### config.mk
export PLATFORM = sky130hd
export DESIGN_NAME = ppg_top
export DESIGN_NICKNAME = d
export VERILOG_FILES = /design/src/hdl/ppg_top.v
export VERILOG_INCLUDE_DIRS = /design/src /design/src/include
export SDC_FILE = /design/constraint.sdc
export NUM_CORES = 1
export LEC_CHECK = 0
export CAP_MARGIN = 20
export CORE_MARGIN = 2
export CORE_UTILIZATION = 50
export DETAILED_ROUTE_END_ITERATION = 10
export DONT_BUFFER_PORTS = 1
export REMOVE_ABC_BUFFERS = 1
export SYNTH_ARGS = -nofsm -noshare
export SYNTH_HDL_FRONTEND = slang
export SYNTH_SLANG_ARGS = --single-unit
### constraint.sdc
create_clock -name mclk_i -period 9.2 [get_ports mclk_i]
set_input_delay 0.46 -clock mclk_i [delete_from_list [all_inputs] [get_ports mclk_i]]
set_output_delay 0.46 -clock mclk_i [all_outputs]
set_load 0.01 [all_outputs]
### src/include/ppg_consts.vh
`ifndef PPG_CONSTS_VH
`define PPG_CONSTS_VH
// ----------------------------------------------------------------
// Register offsets
// ----------------------------------------------------------------
`define PPG_OFS_TBCTL   12'h000
`define PPG_OFS_PERIOD  12'h004
`define PPG_OFS_DUTY    12'h008
`define PPG_OFS_PHASE   12'h00c
`define PPG_OFS_OUTCTL  12'h010
`define PPG_OFS_DTIME   12'h014
`define PPG_OFS_TRGCTL  12'h018
`define PPG_OFS_TRGCMP  12'h01c
`define PPG_OFS_SEVCMP  12'h020
`define PPG_OFS_ISTAT   12'h024
`define PPG_OFS_ICLR    12'h028
`define PPG_OFS_IEN     12'h02c
`define PPG_OFS_COUNT   12'h030
// ----------------------------------------------------------------
// Field positions
// ----------------------------------------------------------------
`define PPG_TB_EN_BIT    15
`define PPG_TB_IMMEDIATE_PERIOD_UPDATE_BIT  10
`define PPG_OC_MODE_HI   11
`define PPG_OC_MODE_LO   10
`define PPG_OC_CENTER    1
`define PPG_OC_SWAP      0
`define PPG_TC_DIV_HI    15
`define PPG_TC_DIV_LO    12
`define PPG_TC_STRT_HI   5
`define PPG_TC_STRT_LO   0
`define PPG_IRQ_SEV      0
`define PPG_IRQ_TRG      1
`define PPG_IRQ_PER      2
// ----------------------------------------------------------------
// Mode codes and reset values
// ----------------------------------------------------------------
`define PPG_MODE_COMPL   2'b00
`define PPG_MODE_REDUND  2'b01
`define PPG_MODE_PUSHPL  2'b10
`define PPG_RST_PERIOD   16'hffff
`define PPG_RST_ZERO16   16'h0000
`endif

### src/hdl/ppg_top.v
`timescale 1ns/1ps
`include "ppg_consts.vh"
module ppg_top
(
   input  wire        mclk_i,
   input  wire        rst_i,
   input  wire        psel_i,
   input  wire        penable_i,
   input  wire        pwrite_i,
   input  wire [11:0] paddr_i,
   input  wire [31:0] pwdata_i,
   output reg  [31:0] prdata_o,
   output reg         pready_o,
   output reg         pslverr_o,
   output reg         high_side_output_o,
   output reg         low_side_output_o,
   output reg         trigger_o,
   output reg         irq_o
);
   // ----------------------------------------------------------------
   // Registers and state
   // ----------------------------------------------------------------
   reg [15:0] tbctl_r;
   reg [15:0] per_pend_r;
   reg [15:0] per_act_r;
   reg [15:0] duty_r;
   reg [15:0] phase_shift_value_r;
   reg [15:0] outctl_r;
   reg [15:0] dtime_r;
   reg [15:0] trgctl_r;
   reg [15:0] primary_trigger_compare_r;
   reg [15:0] special_event_compare_r;
   reg [2:0]  istat_r;
   reg [2:0]  ien_r;
   reg [15:0] cnt_r;
   reg        down_r;
   reg [5:0]  cyc_r;
   reg [3:0]  div_r;
   reg        last_pin_r;
   reg        pp_act_r;
   reg        tgt_h_r;
   reg        tgt_l_r;
   reg [15:0] dt_cnt_r;
   // Combinational helpers
   reg [15:0] cnt_nxt;
   reg        down_nxt;
   reg        bound;
   reg        tgt_h;
   reg        tgt_l;
   reg        dt_busy;
   reg [31:0] rdata;
   reg        rerr;
   wire        wr_en;
   wire        setup;
   wire        pwm_module_enable;
   wire        immediate_period_update;
   wire [1:0]  out_mode;
   wire        center;
   wire        swap;
   wire [3:0]  trigger_output_divider;
   wire [5:0]  trigger_postscaler_start;
   wire        raw;
   wire        trg_match;
   wire        sev_match;
   wire        trg_issue;
   wire        tgt_chg;
   wire [2:0]  ev;

   assign setup = psel_i & ~penable_i;
   assign wr_en = psel_i & penable_i & pready_o & pwrite_i & ~pslverr_o;
   assign pwm_module_enable       = tbctl_r[`PPG_TB_EN_BIT];
   assign immediate_period_update = tbctl_r[`PPG_TB_IMMEDIATE_PERIOD_UPDATE_BIT];
   assign out_mode = outctl_r[`PPG_OC_MODE_HI:`PPG_OC_MODE_LO];
   assign center   = outctl_r[`PPG_OC_CENTER];
   assign swap     = outctl_r[`PPG_OC_SWAP];
   assign trigger_output_divider =
      trgctl_r[`PPG_TC_DIV_HI:`PPG_TC_DIV_LO];
   assign trigger_postscaler_start =
      trgctl_r[`PPG_TC_STRT_HI:`PPG_TC_STRT_LO];

   // ----------------------------------------------------------------
   // APB read decode
   // ----------------------------------------------------------------
   always @*
   begin
      rdata = 32'h00000000;
      rerr  = 1'b0;
      if (paddr_i == `PPG_OFS_TBCTL)
         rdata[15:0] = tbctl_r;
      else if (paddr_i == `PPG_OFS_PERIOD)
         rdata[15:0] = per_pend_r;
      else if (paddr_i == `PPG_OFS_DUTY)
         rdata[15:0] = duty_r;
      else if (paddr_i == `PPG_OFS_PHASE)
         rdata[15:0] = phase_shift_value_r;
      else if (paddr_i == `PPG_OFS_OUTCTL)
         rdata[15:0] = outctl_r;
      else if (paddr_i == `PPG_OFS_DTIME)
         rdata[15:0] = dtime_r;
      else if (paddr_i == `PPG_OFS_TRGCTL)
         rdata[15:0] = trgctl_r;
      else if (paddr_i == `PPG_OFS_TRGCMP)
         rdata[15:0] = primary_trigger_compare_r;
      else if (paddr_i == `PPG_OFS_SEVCMP)
         rdata[15:0] = special_event_compare_r;
      else if (paddr_i == `PPG_OFS_ISTAT)
         rdata[2:0] = istat_r;
      else if (paddr_i == `PPG_OFS_ICLR)
         rdata = 32'h00000000;      // Write-only, reads zero
      else if (paddr_i == `PPG_OFS_IEN)
         rdata[2:0] = ien_r;
      else if (paddr_i == `PPG_OFS_COUNT)
         rdata[15:0] = cnt_r;
      else
         rerr = 1'b1;
   end

   // One wait-free answer: ready raised in setup, seen in access
   always @(posedge mclk_i)
   begin
      if (rst_i)
      begin
         prdata_o  <= 32'h00000000;
         pready_o  <= 1'b0;
         pslverr_o <= 1'b0;
      end
      else
      begin
         pready_o  <= setup;
         pslverr_o <= setup & rerr;
         if (setup)
            prdata_o <= pwrite_i ? 32'h00000000 : rdata;
      end
   end

   // ----------------------------------------------------------------
   // Time base: edge or center aligned, phase loaded at start
   // ----------------------------------------------------------------
   always @*
   begin
      cnt_nxt  = cnt_r + 16'h0001;
      down_nxt = down_r;
      bound    = 1'b0;
      if (!pwm_module_enable)
      begin
         cnt_nxt  = phase_shift_value_r;
         down_nxt = 1'b0;
      end
      else if (!center)
      begin
         if (cnt_r >= per_act_r)
         begin
            cnt_nxt = 16'h0000;
            bound   = 1'b1;
         end
      end
      else if (!down_r)
      begin
         if (cnt_r >= per_act_r)
         begin
            cnt_nxt  = cnt_r - 16'h0001;
            down_nxt = 1'b1;
         end
      end
      else if (cnt_r == 16'h0000)
      begin
         cnt_nxt  = 16'h0001;
         down_nxt = 1'b0;
         bound    = 1'b1;
      end
      else
         cnt_nxt = cnt_r - 16'h0001;
   end

   assign raw       = pwm_module_enable & (cnt_r < duty_r);
   assign trg_match = pwm_module_enable &
                      (cnt_r == primary_trigger_compare_r);
   assign sev_match = pwm_module_enable &
                      (cnt_r == special_event_compare_r);
   // Issue on divider count zero: first eligible match always fires
   assign trg_issue = trg_match &
                      (cyc_r >= trigger_postscaler_start) &
                      (div_r == 4'h0);
   assign ev = {bound, trg_issue, sev_match};

   // ----------------------------------------------------------------
   // Control registers, time base and trigger state
   // ----------------------------------------------------------------
   always @(posedge mclk_i)
   begin
      if (rst_i)
      begin
         tbctl_r    <= `PPG_RST_ZERO16;
         per_pend_r <= `PPG_RST_PERIOD;
         per_act_r  <= `PPG_RST_PERIOD;
         duty_r     <= `PPG_RST_ZERO16;
         phase_shift_value_r       <= `PPG_RST_ZERO16;
         outctl_r   <= `PPG_RST_ZERO16;
         dtime_r    <= `PPG_RST_ZERO16;
         trgctl_r   <= `PPG_RST_ZERO16;
         primary_trigger_compare_r <= `PPG_RST_ZERO16;
         special_event_compare_r   <= `PPG_RST_ZERO16;
         ien_r      <= 3'h0;
         istat_r    <= 3'h0;
         cnt_r      <= `PPG_RST_ZERO16;
         down_r     <= 1'b0;
         cyc_r      <= 6'h00;
         div_r      <= 4'h0;
         trigger_o  <= 1'b0;
         irq_o      <= 1'b0;
      end
      else
      begin
         cnt_r  <= cnt_nxt;
         down_r <= down_nxt;
         // Register writes
         if (wr_en && paddr_i == `PPG_OFS_TBCTL)
            tbctl_r <= pwdata_i[15:0];
         if (wr_en && paddr_i == `PPG_OFS_DUTY)
            duty_r <= pwdata_i[15:0];
         if (wr_en && paddr_i == `PPG_OFS_PHASE)
            phase_shift_value_r <= pwdata_i[15:0];
         if (wr_en && paddr_i == `PPG_OFS_OUTCTL)
            outctl_r <= pwdata_i[15:0];
         if (wr_en && paddr_i == `PPG_OFS_DTIME)
            dtime_r <= pwdata_i[15:0];
         if (wr_en && paddr_i == `PPG_OFS_TRGCTL)
            trgctl_r <= pwdata_i[15:0];
         if (wr_en && paddr_i == `PPG_OFS_TRGCMP)
            primary_trigger_compare_r <= pwdata_i[15:0];
         if (wr_en && paddr_i == `PPG_OFS_SEVCMP)
            special_event_compare_r <= pwdata_i[15:0];
         if (wr_en && paddr_i == `PPG_OFS_IEN)
            ien_r <= pwdata_i[2:0];
         // Period: pending copy, applied now or at boundary
         if (wr_en && paddr_i == `PPG_OFS_PERIOD)
         begin
            per_pend_r <= pwdata_i[15:0];
            if (immediate_period_update)
               per_act_r <= pwdata_i[15:0];
         end
         else if (bound || !pwm_module_enable)
            per_act_r <= per_pend_r;
         // Postscaler start: count cycles since enable
         if (!pwm_module_enable)
            cyc_r <= 6'h00;
         else if (bound && cyc_r != 6'h3f)
            cyc_r <= cyc_r + 6'h01;
         // Divider counts eligible matches, first one included
         if (!pwm_module_enable)
            div_r <= 4'h0;
         else if (trg_match && cyc_r >= trigger_postscaler_start)
         begin
            if (div_r == trigger_output_divider)
               div_r <= 4'h0;
            else
               div_r <= div_r + 4'h1;
         end
         trigger_o <= trg_issue;
         // Sticky status: set wins over clear
         if (wr_en && paddr_i == `PPG_OFS_ICLR)
            istat_r <= (istat_r & ~pwdata_i[2:0]) | ev;
         else
            istat_r <= istat_r | ev;
         irq_o <= |(istat_r & ien_r);
      end
   end

   // ----------------------------------------------------------------
   // Output steering: mode, push-pull alternation, swap
   // ----------------------------------------------------------------
   always @*
   begin
      tgt_h = 1'b0;
      tgt_l = 1'b0;
      case (out_mode)
         `PPG_MODE_COMPL:
         begin
            tgt_h = raw;
            tgt_l = pwm_module_enable & ~raw;
         end
         `PPG_MODE_REDUND:
         begin
            tgt_h = raw;
            tgt_l = raw;
         end
         `PPG_MODE_PUSHPL:
         begin
            tgt_h = raw & ~last_pin_r;
            tgt_l = raw & last_pin_r;
         end
         default:
         begin
            tgt_h = 1'b0;
            tgt_l = 1'b0;
         end
      endcase
      if (swap)
      begin
         tgt_h = (out_mode == `PPG_MODE_PUSHPL) ?
                 (raw & last_pin_r) :
                 ((out_mode == `PPG_MODE_COMPL) ?
                  (pwm_module_enable & ~raw) : tgt_h);
         tgt_l = (out_mode == `PPG_MODE_PUSHPL) ?
                 (raw & ~last_pin_r) :
                 ((out_mode == `PPG_MODE_COMPL) ? raw : tgt_l);
      end
   end

   // Any change of target, swap toggles included, restarts dead time
   assign tgt_chg = (tgt_h != tgt_h_r) | (tgt_l != tgt_l_r);

   always @*
   begin
      if (tgt_chg)
         dt_busy = (dtime_r != 16'h0000);
      else
         dt_busy = (dt_cnt_r != 16'h0000);
   end

   // ----------------------------------------------------------------
   // Dead time and pin flip-flops
   // ----------------------------------------------------------------
   always @(posedge mclk_i)
   begin
      if (rst_i)
      begin
         tgt_h_r    <= 1'b0;
         tgt_l_r    <= 1'b0;
         dt_cnt_r   <= `PPG_RST_ZERO16;
         last_pin_r <= 1'b0;
         pp_act_r   <= 1'b0;
         high_side_output_o <= 1'b0;
         low_side_output_o  <= 1'b0;
      end
      else
      begin
         tgt_h_r <= tgt_h;
         tgt_l_r <= tgt_l;
         if (tgt_chg)
            dt_cnt_r <= dtime_r;
         else if (dt_cnt_r != 16'h0000)
            dt_cnt_r <= dt_cnt_r - 16'h0001;
         // Pin flips only after its pulse ends: no two in a row
         pp_act_r <= raw;
         if (out_mode != `PPG_MODE_PUSHPL || !pwm_module_enable)
            last_pin_r <= 1'b0;
         else if (pp_act_r && !raw)
            last_pin_r <= ~last_pin_r;
         // Complementary mode only: turn-off at once, turn-on only after dead time
         if (out_mode == `PPG_MODE_COMPL)
         begin
            high_side_output_o <= tgt_h &
                                  (~dt_busy | high_side_output_o);
            low_side_output_o  <= tgt_l &
                                  (~dt_busy | low_side_output_o);
         end
         else
         begin
            high_side_output_o <= tgt_h;
            low_side_output_o  <= tgt_l;
         end
      end
   end
endmodule

==> summary.md, run 1 <==
| Metric | Value |
|---|---|
| Area added between synthesis and finish | `7.77%` |
| Pwr/cell area | `around 170 nW/um^2` |
| Total Nets Final | `between 1500 and 2000` |
| Gr usage total | `about a third` |
| Clock power share | `between 40% and 50%` |
| Worst-Margin Slew | `slightly above 0.8 ns` |
| Most frequent cells in the layout | `nand2_1, dfxtp_1, a21oi_1` |
| DP HPWL | `roughly 28000 um` |
| Clock skew | `0.0256 ns` |
| Comb pwr share | `under 10%` |
| Antenna diodes | `0` |
| H-tree Lvls | `1` |
| Synthesized cell area | `around 12000 sq um` |
| Crit path DAT | `4.32 ns` |
| Max Clock Freq | `256 MHz` |
| Critical path class | `flip-flop to flip-flop` |
| DRT antenna net count | `0` |
| Ys flop type | `dfxtp_1` |
| Die width | `approximately 160 um` |
| P_leak | `~5 nW` |
| Post-Route Utilization | `55.1%` |
| Min-delay src | `pwrite_i` |
| P_int | `around 1.7 mW` |
| Hold depth | `1` |
| Via count | `between 10000 and 15000` |
| Syn Area/Cell | `~7.6 sq um` |
| Reg2Reg Setup Slack | `around 5.3 ns` |
| DRC Markers | `0` |
| Post-synthesis sequential area ratio | `between 30 and 40%` |
| Largest net degree at the start of global routing | `approximately 210` |
| Worst EP required | `~9.6 ns` |
| Flops & latches, synth | `approximately 240` |
| Core Area | `24400 sq um` |
| Num CTS Buffers | `27` |
| Maximum VDD drop | `0.146 mV` |
| I/O pins | `87` |
| Fraction of layout cells with a size suffix above 1 | `under 10%` |
| Cells after Synth | `around 1600` |
| Postcts setup bufs | `0` |
| Starting density of the core | `about half` |
| Startpoint types | `flip-flop` |
| Final Hold Violating Endpoints | `0` |
| First-pass GRT wire length | `64100 um` |
| Post-CTS resize count | `0` |
| Setup WS pre-CTS | `5.33 ns` |
| Pins Over Slew Limit | `0` |
| WL/cell | `between 20 and 25 um` |
| Most common cell after layout, fill and taps aside | `nand2_1` |
| Crit share post-route | `a little over two fifths` |
| Worst path slowest cell | `dfxtp_1` |
| FILL cells | `around 2300` |
| Initial antenna violation count | `0` |
| DRT iter0 DRCs | `around 1200` |
| Drt total wl | `~43000 um` |
| Final WS setup | `~5.3 ns` |
| Port Buffers | `0` |
| Psw | `0.576 mW` |
| Setup TNS | `0 ns` |
| RSZ-0062 raised after global routing | `no` |
| Asr flop ratio synth | `0%` |
| Critical path cell sequence | `ha_1 -> o211ai_1 -> or4_4 -> o311ai_4 -> nor2_2 -> mux2_4 -> a2111o_1 -> nand4_1 -> buf_4 -> mux2i_1 -> o41a_1` |
| Sw Ratio | `25.0%` |
| CTS clk-pin slew, worst paths | `0.06 ns` |
| GR Overflow Total | `0` |
| # setup viols final | `0` |
| Post-synth EDFFs | `0` |
| Status | `complete, no violations` |
| Total number of yosys warnings | `0` |
| Hold EP | `prdata_o[15]$_SDFFE_PP0P_` |
| # rows | `57` |
| CTS tree | `yes` |
| Crit Path Max Fanout | `19` |
| Die Ht | `162 um` |
| Worst hold-check path type | `input port to flip-flop` |
| Clk sinks | `about 240` |
| Drt via density | `around 6.0` |
| CTS max path bufs | `3` |
| Seq pwr share | `between 40% and 50%` |
| Final GP Congestion | `approximately 0.97` |
| DRT Pass-1 Iters | `9` |
| WHS | `approximately 0.016 ns` |
| Tmin final | `between 3 and 4 ns` |
| Worst reg2reg path depth | `11` |
| Max_cap viols | `0` |
| Yosys cell types | `roughly 70` |
| Worst-skew pair later-pin latency | `about 0.55 ns` |
| Max stage delay on crit path | `approximately 0.76 ns` |
| CTS root buf | `clkbuf_16` |
| RR Startpoint | `cnt_r[5]$_SDFF_PP0_` |
| Number of global-route vias before repair | `between 10000 and 15000` |
| Worst slew margin | `45.6%` |
| Worst Setup End Kind | `flip-flop` |
| Reg-to-Reg End | `low_side_output_o$_SDFF_PP0_` |
| Die area | `26200 sq um` |
how the worst max path moves through the flow:
stage,endpoint,start
final,low_side_output_o$_SDFF_PP0_,cnt_r[5]$_SDFF_PP0_
after global routing,low_side_output_o$_SDFF_PP0_,cnt_r[9]$_SDFF_PP0_
after CTS,low_side_output_o$_SDFF_PP0_,cnt_r[5]$_SDFF_PP0_
after detailed placement,low_side_output_o$_SDFF_PP0_,cnt_r[5]$_SDFF_PP0_
after global placement,low_side_output_o$_SDFF_PP0_,cnt_r[5]$_SDFF_PP0_
after floorplan,high_side_output_o$_SDFF_PP0_,cnt_r[13]$_SDFF_PP0_
power groups by stage:
| stage | Clock, mW | Sequential [mW] | Combinational (mW) |
|---|---|---|---|
| floorplan | 0 | 1.07 | 0.164 |
| global placement | 0 | 1.08 | 0.191 |
| detailed placement | 0 | 1.08 | 0.197 |
| CTS | 1.06 | 1.06 | 0.200 |
| global route | 1.10 | 1.06 | 0.227 |
| finish | 1.05 | 1.06 | 0.199 |
critical path, delay by kind of cell (launching register included):
| family | cells | cell delay, ns |
|---|---|---|
| AOI/OAI and AO/OA | 4 | 1.12 |
| adders and majority gates | 1 | 0.29 |
| buffers and inverters | 1 | 0.31 |
| DFF | 1 | 0.76 |
| muxes | 2 | 0.50 |
| and+or+nand+nor | 3 | 0.77 |
cells by family (layout without fill, tap and decap cells):
family	count (synthesis)	in the layout	share of synthesized area (%)
AOI/OAI and AO/OA	387	387	18.7
and+or+nand+nor	661	661	23.3
muxes	59	59	5.03
DFF	235	235	37.7
buffers and inverters	197	135	6.55
adders and majority gates	43	43	4.31
xor gates and xnor gates	62	62	4.35
other	1	16	0.0301
routing by layer:
metal | up-vias | wire, um | track usage, %
li1 | 5518 | - | -
met1 | 5483 | 18400 | 43.7
met2 | 465 | 19200 | 51.3
met3 | 87 | 3440 | 5.18
met4 | 0 | 1530 | 10.5
met5 | - | 0 | 0
timing repair:
action,4_1_cts,5_1_grt
hold buffers,1,0
endpoints found under the hold margin,2,0
setup endpoints to repair,0,0
area by class of cell:
class	instances	area [sq um]	share of cell area (%)
sequential	235	4700	35.0
clock inverter	12	108	0.801
inverter	59	221	1.65
multi-input combinational	1228	7030	52.3
tap	324	405	3.02
timing repair buffer	28	224	1.67
clock buffer	36	749	5.58
Yosys cell counts, types with 29 or more instances:
master	n	share of area, %
nand2_1	354	11
dfxtp_1	235	38
a21oi_1	200	8.0
nor2_1	141	4.2
clkbuf_1	114	3.4
o21ai_0	62	2.5
inv_1	58	1.7
mux2i_1	51	4.1
ha_1	43	4.3
nor3_1	33	1.3
xor2_1	33	2.3
xnor2_1	29	2.0
stage by stage:
| step | cell area, sq um | instances | power, mW |
|---|---|---|---|
| after floorplan | 11900 | 1522 | 1.24 |
| after global placement | 12500 | 1868 | 1.27 |
| after detailed placement | 12500 | 1869 | 1.28 |
| after CTS | 13400 | 1918 | 2.31 |
| after global routing | 13400 | 1922 | 2.39 |
| final | 13400 | 1922 | 2.31 |
Power figures use the tool's default switching activity.
==> run 2, diff against run 1 <==
clock period = 3.64 ns   (was 9.2 ns; I/O delays follow)
==> summary.md, run 2 (synthesis gave the netlist of run 1 again) <==
| Metric | Value |
|---|---|
| Status | `complete, no violations` |
| Antenna diodes | `0 (unchanged)` |
| Die width | `162 um (unchanged)` |
| DRT iter0 DRCs | `1259 (+2.9%)` |
| Crit share post-route | `93.7% (+51 points)` |
| First-pass GRT wire length | `65500 um (+2.2%)` |
| Total Nets Final | `1702 (+1.9%)` |
| DRC Markers | `0 (unchanged)` |
| Crit path DAT | `3.83 ns (-0.49 ns)` |
| CTS tree | `yes` |
| Final GP Congestion | `0.960 (-0.59%)` |
| Max Clock Freq | `293 MHz (+14%)` |
| Core Area | `24400 sq um (unchanged)` |
| GR Overflow Total | `0 (unchanged)` |
| Worst-Margin Slew | `0.991 ns (+0.176 ns)` |
| CTS max path bufs | `3 (unchanged)` |
| Final instance area | `13800 sq um (+2.3%)` |
| FILL cells | `2332 (+0.60%)` |
| Maximum VDD drop | `0.400 mV (+170%)` |
| CTS clk-pin slew, worst paths | `0.06 ns (about the same)` |
| Max stage delay on crit path | `0.84 ns (+0.08 ns)` |
| Crit Path Max Fanout | `12 (-7)` |
| Post-Route Utilization | `56.4% (+1.3 points)` |
| WL/cell | `22.3 um (+0.60%)` |
| # rows | `57 (unchanged)` |
| GR Util met2 | `51.9% (+0.56 points)` |
| Area added between synthesis and finish | `10.3%` |
| Max_cap viols | `0 (unchanged)` |
| Startpoint types | `flip-flop` |
| Worst-skew pair later-pin latency | `0.56 ns (about the same)` |
| WHS | `0.0350 ns (+0.0191 ns)` |
| Worst hold-check path type | `input port to flip-flop` |
| # setup viols final | `0 (unchanged)` |
| Num CTS Buffers | `26 (-3.7%)` |
| Port Buffers | `0 (unchanged)` |
| Setup TNS | `0 ns (unchanged)` |
| Drt total wl | `43600 um (+2.2%)` |
| Critical path cell sequence | `buf_4 -> nand2b_1 -> a2111oi_2 -> o311ai_4 -> o311ai_0 -> a2111o_1 -> nand4_1 -> mux2i_1 -> o41a_1` |
| DP HPWL | `29000 um (+2.3%)` |
| Critical path class | `flip-flop to flip-flop` |
| Placed insts | `1884 (+0.80%)` |
| GR met3 Demand/Resource | `6.36% (+1.2 points)` |
| Initial antenna violation count | `0 (unchanged)` |
| Worst Setup End Kind | `flip-flop` |
| Worst EP required | `4.06 ns (-5.56 ns)` |
| Fraction of layout cells with a size suffix above 1 | `6.81% (+0.56 points)` |
| Clk sinks | `235 (unchanged)` |
| Worst path slowest cell | `o311ai_0` |
| Final Hold Violating Endpoints | `0 (unchanged)` |
| Most common cell after layout, fill and taps aside | `nand2_1` |
| Post-DP Area | `12700 sq um (+1.2%)` |
| Largest net degree at the start of global routing | `210 (-0.47%)` |
| CTS root buf | `clkbuf_16` |
| Pwr/cell area | `429 nW/um^2 (+150%)` |
| DRT antenna net count | `0 (unchanged)` |
| Reg area | `4700 sq um (unchanged)` |
| Worst slew margin | `33.9% (-12 points)` |
| I/O pins | `87 (unchanged)` |
| Reg2Reg Setup Slack | `0.23 ns (-5.07 ns)` |
| Drt via density | `6.03 (+0.40%)` |
| Post-CTS resize count | `0 (unchanged)` |
| Via count | `11800 (+2.0%)` |
| Starting density of the core | `51.1% (unchanged)` |
| Die Ht | `162 um (unchanged)` |
| Tmin final | `3.41 ns (-0.492 ns)` |
| RSZ-0062 raised after global routing | `no` |
| Clock skew | `0.0260 ns (+0.000478 ns)` |
| Cell Count, Final, Fillers Out | `1953 (+1.6%)` |
| Die area | `26200 sq um (unchanged)` |
| Most frequent cells in the layout | `nand2_1, dfxtp_1, a21oi_1` |
| Gr usage total | `32.7% (+0.83 points)` |
| H-tree Lvls | `1 (unchanged)` |
| Number of global-route vias before repair | `10800 (+2.9%)` |
| DRT Pass-1 Iters | `6 (-3)` |
| Multi-input logic area | `7030 sq um (unchanged)` |
| P_leak | `5.31 nW (+3.4%)` |
| Top Usage Layer GRT | `met2` |
| Pins Over Slew Limit | `0 (unchanged)` |
| GR met1 Demand/Resource | `44.2% (+0.49 points)` |
==> run 2: cell types whose count changed in the layout (fill, tap and decap cells not counted), moves of 3 or more <==
| cell | before | now |
|---|---|---|
| dlygate4sd3_1 | 1 | 21 |
| buf_6 | 3 | 0 |
| clkbuf_8 | 4 | 9 |
| clkinvlp_4 | 3 | 0 |
| buf_4 | 24 | 36 |
==> run 2: where the power goes <==
group | internal, mW | total [mW] | switching [mW] | leakage (nW)
Combinational | 0.246 | 0.615 | 0.369 | 3.00
Sequential | 2.62 | 2.67 | 0.0479 | 1.90
Clock | 1.49 | 2.61 | 1.12 | 0.421
Total | 4.36 | 5.90 | 1.53 | 5.31
==> run 2: worst paths after layout <==
| path | startpoint | end | depth (start not counted) |
|---|---|---|---|
| setup / recovery | cnt_r[0]$_SDFF_PP0_ | high_side_output_o$_SDFF_PP0_ | 9 |
| setup reg to reg | cnt_r[0]$_SDFF_PP0_ | high_side_output_o$_SDFF_PP0_ | 9 |
| hold / removal | paddr_i[5] | prdata_o[1]$_SDFFE_PP0P_ | 4 |
| hold reg to reg | outctl_r[13]$_SDFFE_PP0P_ | outctl_r[13]$_SDFFE_PP0P_ | 2 |
==> run 2: layout make-up <==
| class | count | share of cell area [%] |
|---|---|---|
| Sequential cell | 235 | 34.2 |
| Tap cell | 324 | 2.95 |
| Clock inverter | 7 | 0.337 |
| Clock buffer | 40 | 5.77 |
| Multi-Input combinational cell | 1228 | 51.1 |
| Timing Repair Buffer | 60 | 4.04 |
| Inverter | 59 | 1.61 |
==> run 2: what timing repair did <==
action,CTS,global route
setup buffers,0,0
endpoints found under the setup margin,0,0
hold buffers,22,0
endpoints found under the hold margin,210,0
==> run 2: worst max-delay path: cells and delay by family (launching register included) <==
family                 cells  cell delay [ns]
AO/OA/AOI/OAI              5             2.21
AND/OR/NAND/NOR            2             0.38
flip-flops                 1             0.31
multiplexers               1             0.20
buffers and inverters      1             0.19
==> run 2: layer usage <==
metal / part of all wire [%] / up-vias / wire length (um)
li1: - / 5562 / -
met5: 0 / - / 0
met4: 4.6 / 0 / 2010
met1: 42 / 5533 / 18300
met3: 9.1 / 111 / 3950
met2: 44 / 580 / 19300
==> run 2: per-stage QoR <==
stage,worst slack (ns),power [mW]
finish,0.230,5.90
global placement,0.327,3.22
CTS,0.255,5.90
floorplan,-0.0112,3.13
detailed placement,0.259,3.23
global route,0.0155,6.10
==> run 3, diff against run 2 <==
CELL_PAD_IN_SITES_DETAIL_PLACEMENT = 1   (was unset)
CELL_PAD_IN_SITES_GLOBAL_PLACEMENT = 1   (was unset)
CORE_UTILIZATION = 48   (was 50)
PLACE_DENSITY_LB_ADDON = 0.1   (was unset)
==> summary.md, run 3 (synthesis gave the netlist of run 1 again) <==
| Metric | Value |
|---|---|
| Status | `complete, no violations` |
| Worst hold-check path type | `input port to flip-flop` |
| DRT antenna net count | `0 (unchanged)` |
| Area added between synthesis and finish | `11.1%` |
| Largest net degree at the start of global routing | `209 (-0.48%)` |
| Worst Setup End Kind | `flip-flop` |
| Pwr/cell area | `433 nW/um^2 (+0.88%)` |
| Worst-skew pair later-pin latency | `0.56 ns (about the same)` |
| Die Ht | `165 um (+2.0%)` |
| # setup viols final | `0 (unchanged)` |
| CTS tree | `yes` |
| Critical path class | `flip-flop to flip-flop` |
| GR Overflow Total | `0 (unchanged)` |
| DRT Pass-1 Iters | `5 (-1)` |
| WL/cell | `24.2 um (+8.6%)` |
| Port Buffers | `0 (unchanged)` |
| DRC Markers | `0 (unchanged)` |
| Starting density of the core | `49.2% (-1.9 points)` |
| Most common cell after layout, fill and taps aside | `nand2_1` |
| Total Nets Final | `1711 (+0.53%)` |
| Worst-Margin Slew | `1.03 ns (+0.0341 ns)` |
| # rows | `58 (+1.8%)` |
| Reg2Reg Setup Slack | `0.18 ns (-0.05 ns)` |
| Fraction of layout cells with a size suffix above 1 | `7.09% (+0.27 points)` |
| Final instance area | `13900 sq um (+0.75%)` |
| Final Hold Violating Endpoints | `0 (unchanged)` |
| DP HPWL | `31900 um (+10%)` |
| Via count | `12200 (+3.2%)` |
| CTS clk-pin slew, worst paths | `0.06 ns (about the same)` |
| Worst EP required | `4.06 ns (about the same)` |
| Hold depth | `4 (unchanged)` |
| Drt total wl | `47700 um (+9.4%)` |
| Number of global-route vias before repair | `12100 (+12%)` |
| Max_cap viols | `0 (unchanged)` |
| I/O pins | `87 (unchanged)` |
| First-pass GRT wire length | `71800 um (+9.6%)` |
| Gr usage total | `34.8% (+2.1 points)` |
| Die area | `27300 sq um (+4.1%)` |
| Crit share post-route | `94.9% (+1.2 points)` |
| Maximum VDD drop | `0.418 mV (+4.4%)` |
| Max Clock Freq | `289 MHz (-1.3%)` |
| Worst reg2reg path depth | `13 (+4)` |
| Setup TNS | `0 ns (unchanged)` |
| DRT iter0 DRCs | `942 (-25%)` |
| Worst slew margin | `31.7% (-2.3 points)` |
| Most frequent cells in the layout | `nand2_1, dfxtp_1, a21oi_1` |
| CTS root buf | `clkbuf_16` |
| Num CTS Buffers | `27 (+3.8%)` |
| Startpoint types | `flip-flop` |
| Crit Path Max Fanout | `9 (-3)` |
| CTS max path bufs | `3 (unchanged)` |
| Die width | `165 um (+2.0%)` |
| Crit path DAT | `3.87 ns (+0.04 ns)` |
| P_leak | `5.36 nW (+0.91%)` |
| Drt via density | `6.18 (+2.4%)` |
| Pins Over Slew Limit | `0 (unchanged)` |
| Clk sinks | `235 (unchanged)` |
| Post-DP Area | `12700 sq um (+0.14%)` |
| Initial antenna violation count | `1 (+1)` |
| H-tree Lvls | `1 (unchanged)` |
| RSZ-0062 raised after global routing | `no` |
| Final GP Congestion | `0.944 (-1.6%)` |
| Clock skew | `0.0167 ns (-0.00928 ns)` |
| Tmin final | `3.46 ns (+0.0455 ns)` |
| Core Area | `25300 sq um (+3.8%)` |
run 3: final timing paths:
kind                                                                end                      start
worst max register to register                 dt_cnt_r[4]$_SDFFE_PP0P_    duty_r[15]$_SDFFE_PP0P_
worst min register to register                trgctl_r[10]$_SDFFE_PP0P_  trgctl_r[10]$_SDFFE_PP0P_
worst max-delay path                           dt_cnt_r[4]$_SDFFE_PP0P_    duty_r[15]$_SDFFE_PP0P_
worst min-delay path            special_event_compare_r[9]$_SDFFE_PP0P_                 paddr_i[4]
run 3: report_power, final:
group	internal [mW]	switching, mW
combinational	0.247	0.386
sequential	2.62	0.0497
clock	1.54	1.15
total	4.41	1.58
run 3: layer usage:
metal | share of wire [%] | up-vias | track usage [%] | wire length [um]
met3 | 7.2 | 115 | 6.89 | 3440
met2 | 47 | 445 | 57.5 | 22200
met1 | 42 | 6011 | 44.2 | 20000
met5 | 0 | - | 0 | 0
met4 | 4.3 | 0 | 14.9 | 2070
li1 | - | 5587 | - | -
run 3: critical path: stages (launching register included):
cell and delay, ns:
dfxtp_2 0.35, inv_1 0.06, ha_1 0.32, nand4_1 0.16
or4_4 0.52, o311ai_4 0.37, nor2_2 0.13, mux2_4 0.33
a2111o_1 0.38, nand4_1 0.09, buf_4 0.16, clkbuf_16 0.17
mux2i_1 0.20, nor2_1 0.05
run 3: through the flow:
step | worst slack (ns) | hold WS [ns] | power [mW] | instances | utilization, %
3_3_place_gp | 0.380 | 0.278 | 3.22 | 1894 | 50.1
5_1_grt | 0.0142 | 0.0410 | 6.20 | 1967 | 54.7
3_5_place_dp | 0.249 | 0.279 | 3.25 | 1894 | 50.1
6_report | 0.184 | 0.0351 | 5.99 | 1968 | 54.7
2_1_floorplan | -0.0112 | 0.251 | 3.13 | 1522 | -
4_1_cts | 0.192 | 0.0187 | 6.01 | 1964 | 54.5
run 3: final cells by class:
| type | count | area, sq um |
|---|---|---|
| Timing Repair Buffer | 68 | 636 |
| Antenna cell | 1 | 2.50 |
| Clock inverter | 7 | 77.6 |
| Inverter | 59 | 221 |
| Multi-Input combinational cell | 1228 | 7030 |
| Fill cell | 3115 | 11500 |
| Clock buffer | 40 | 774 |
| Tap cell | 330 | 413 |
| Sequential cell | 235 | 4710 |
run 3: timing repair:
item                       in CTS  in global routing
setup endpoints to repair       0                  1
hold endpoints to repair      210                  0
hold buffers                   23                  0
resized for setup               0                  1
buffers inserted                0                  1
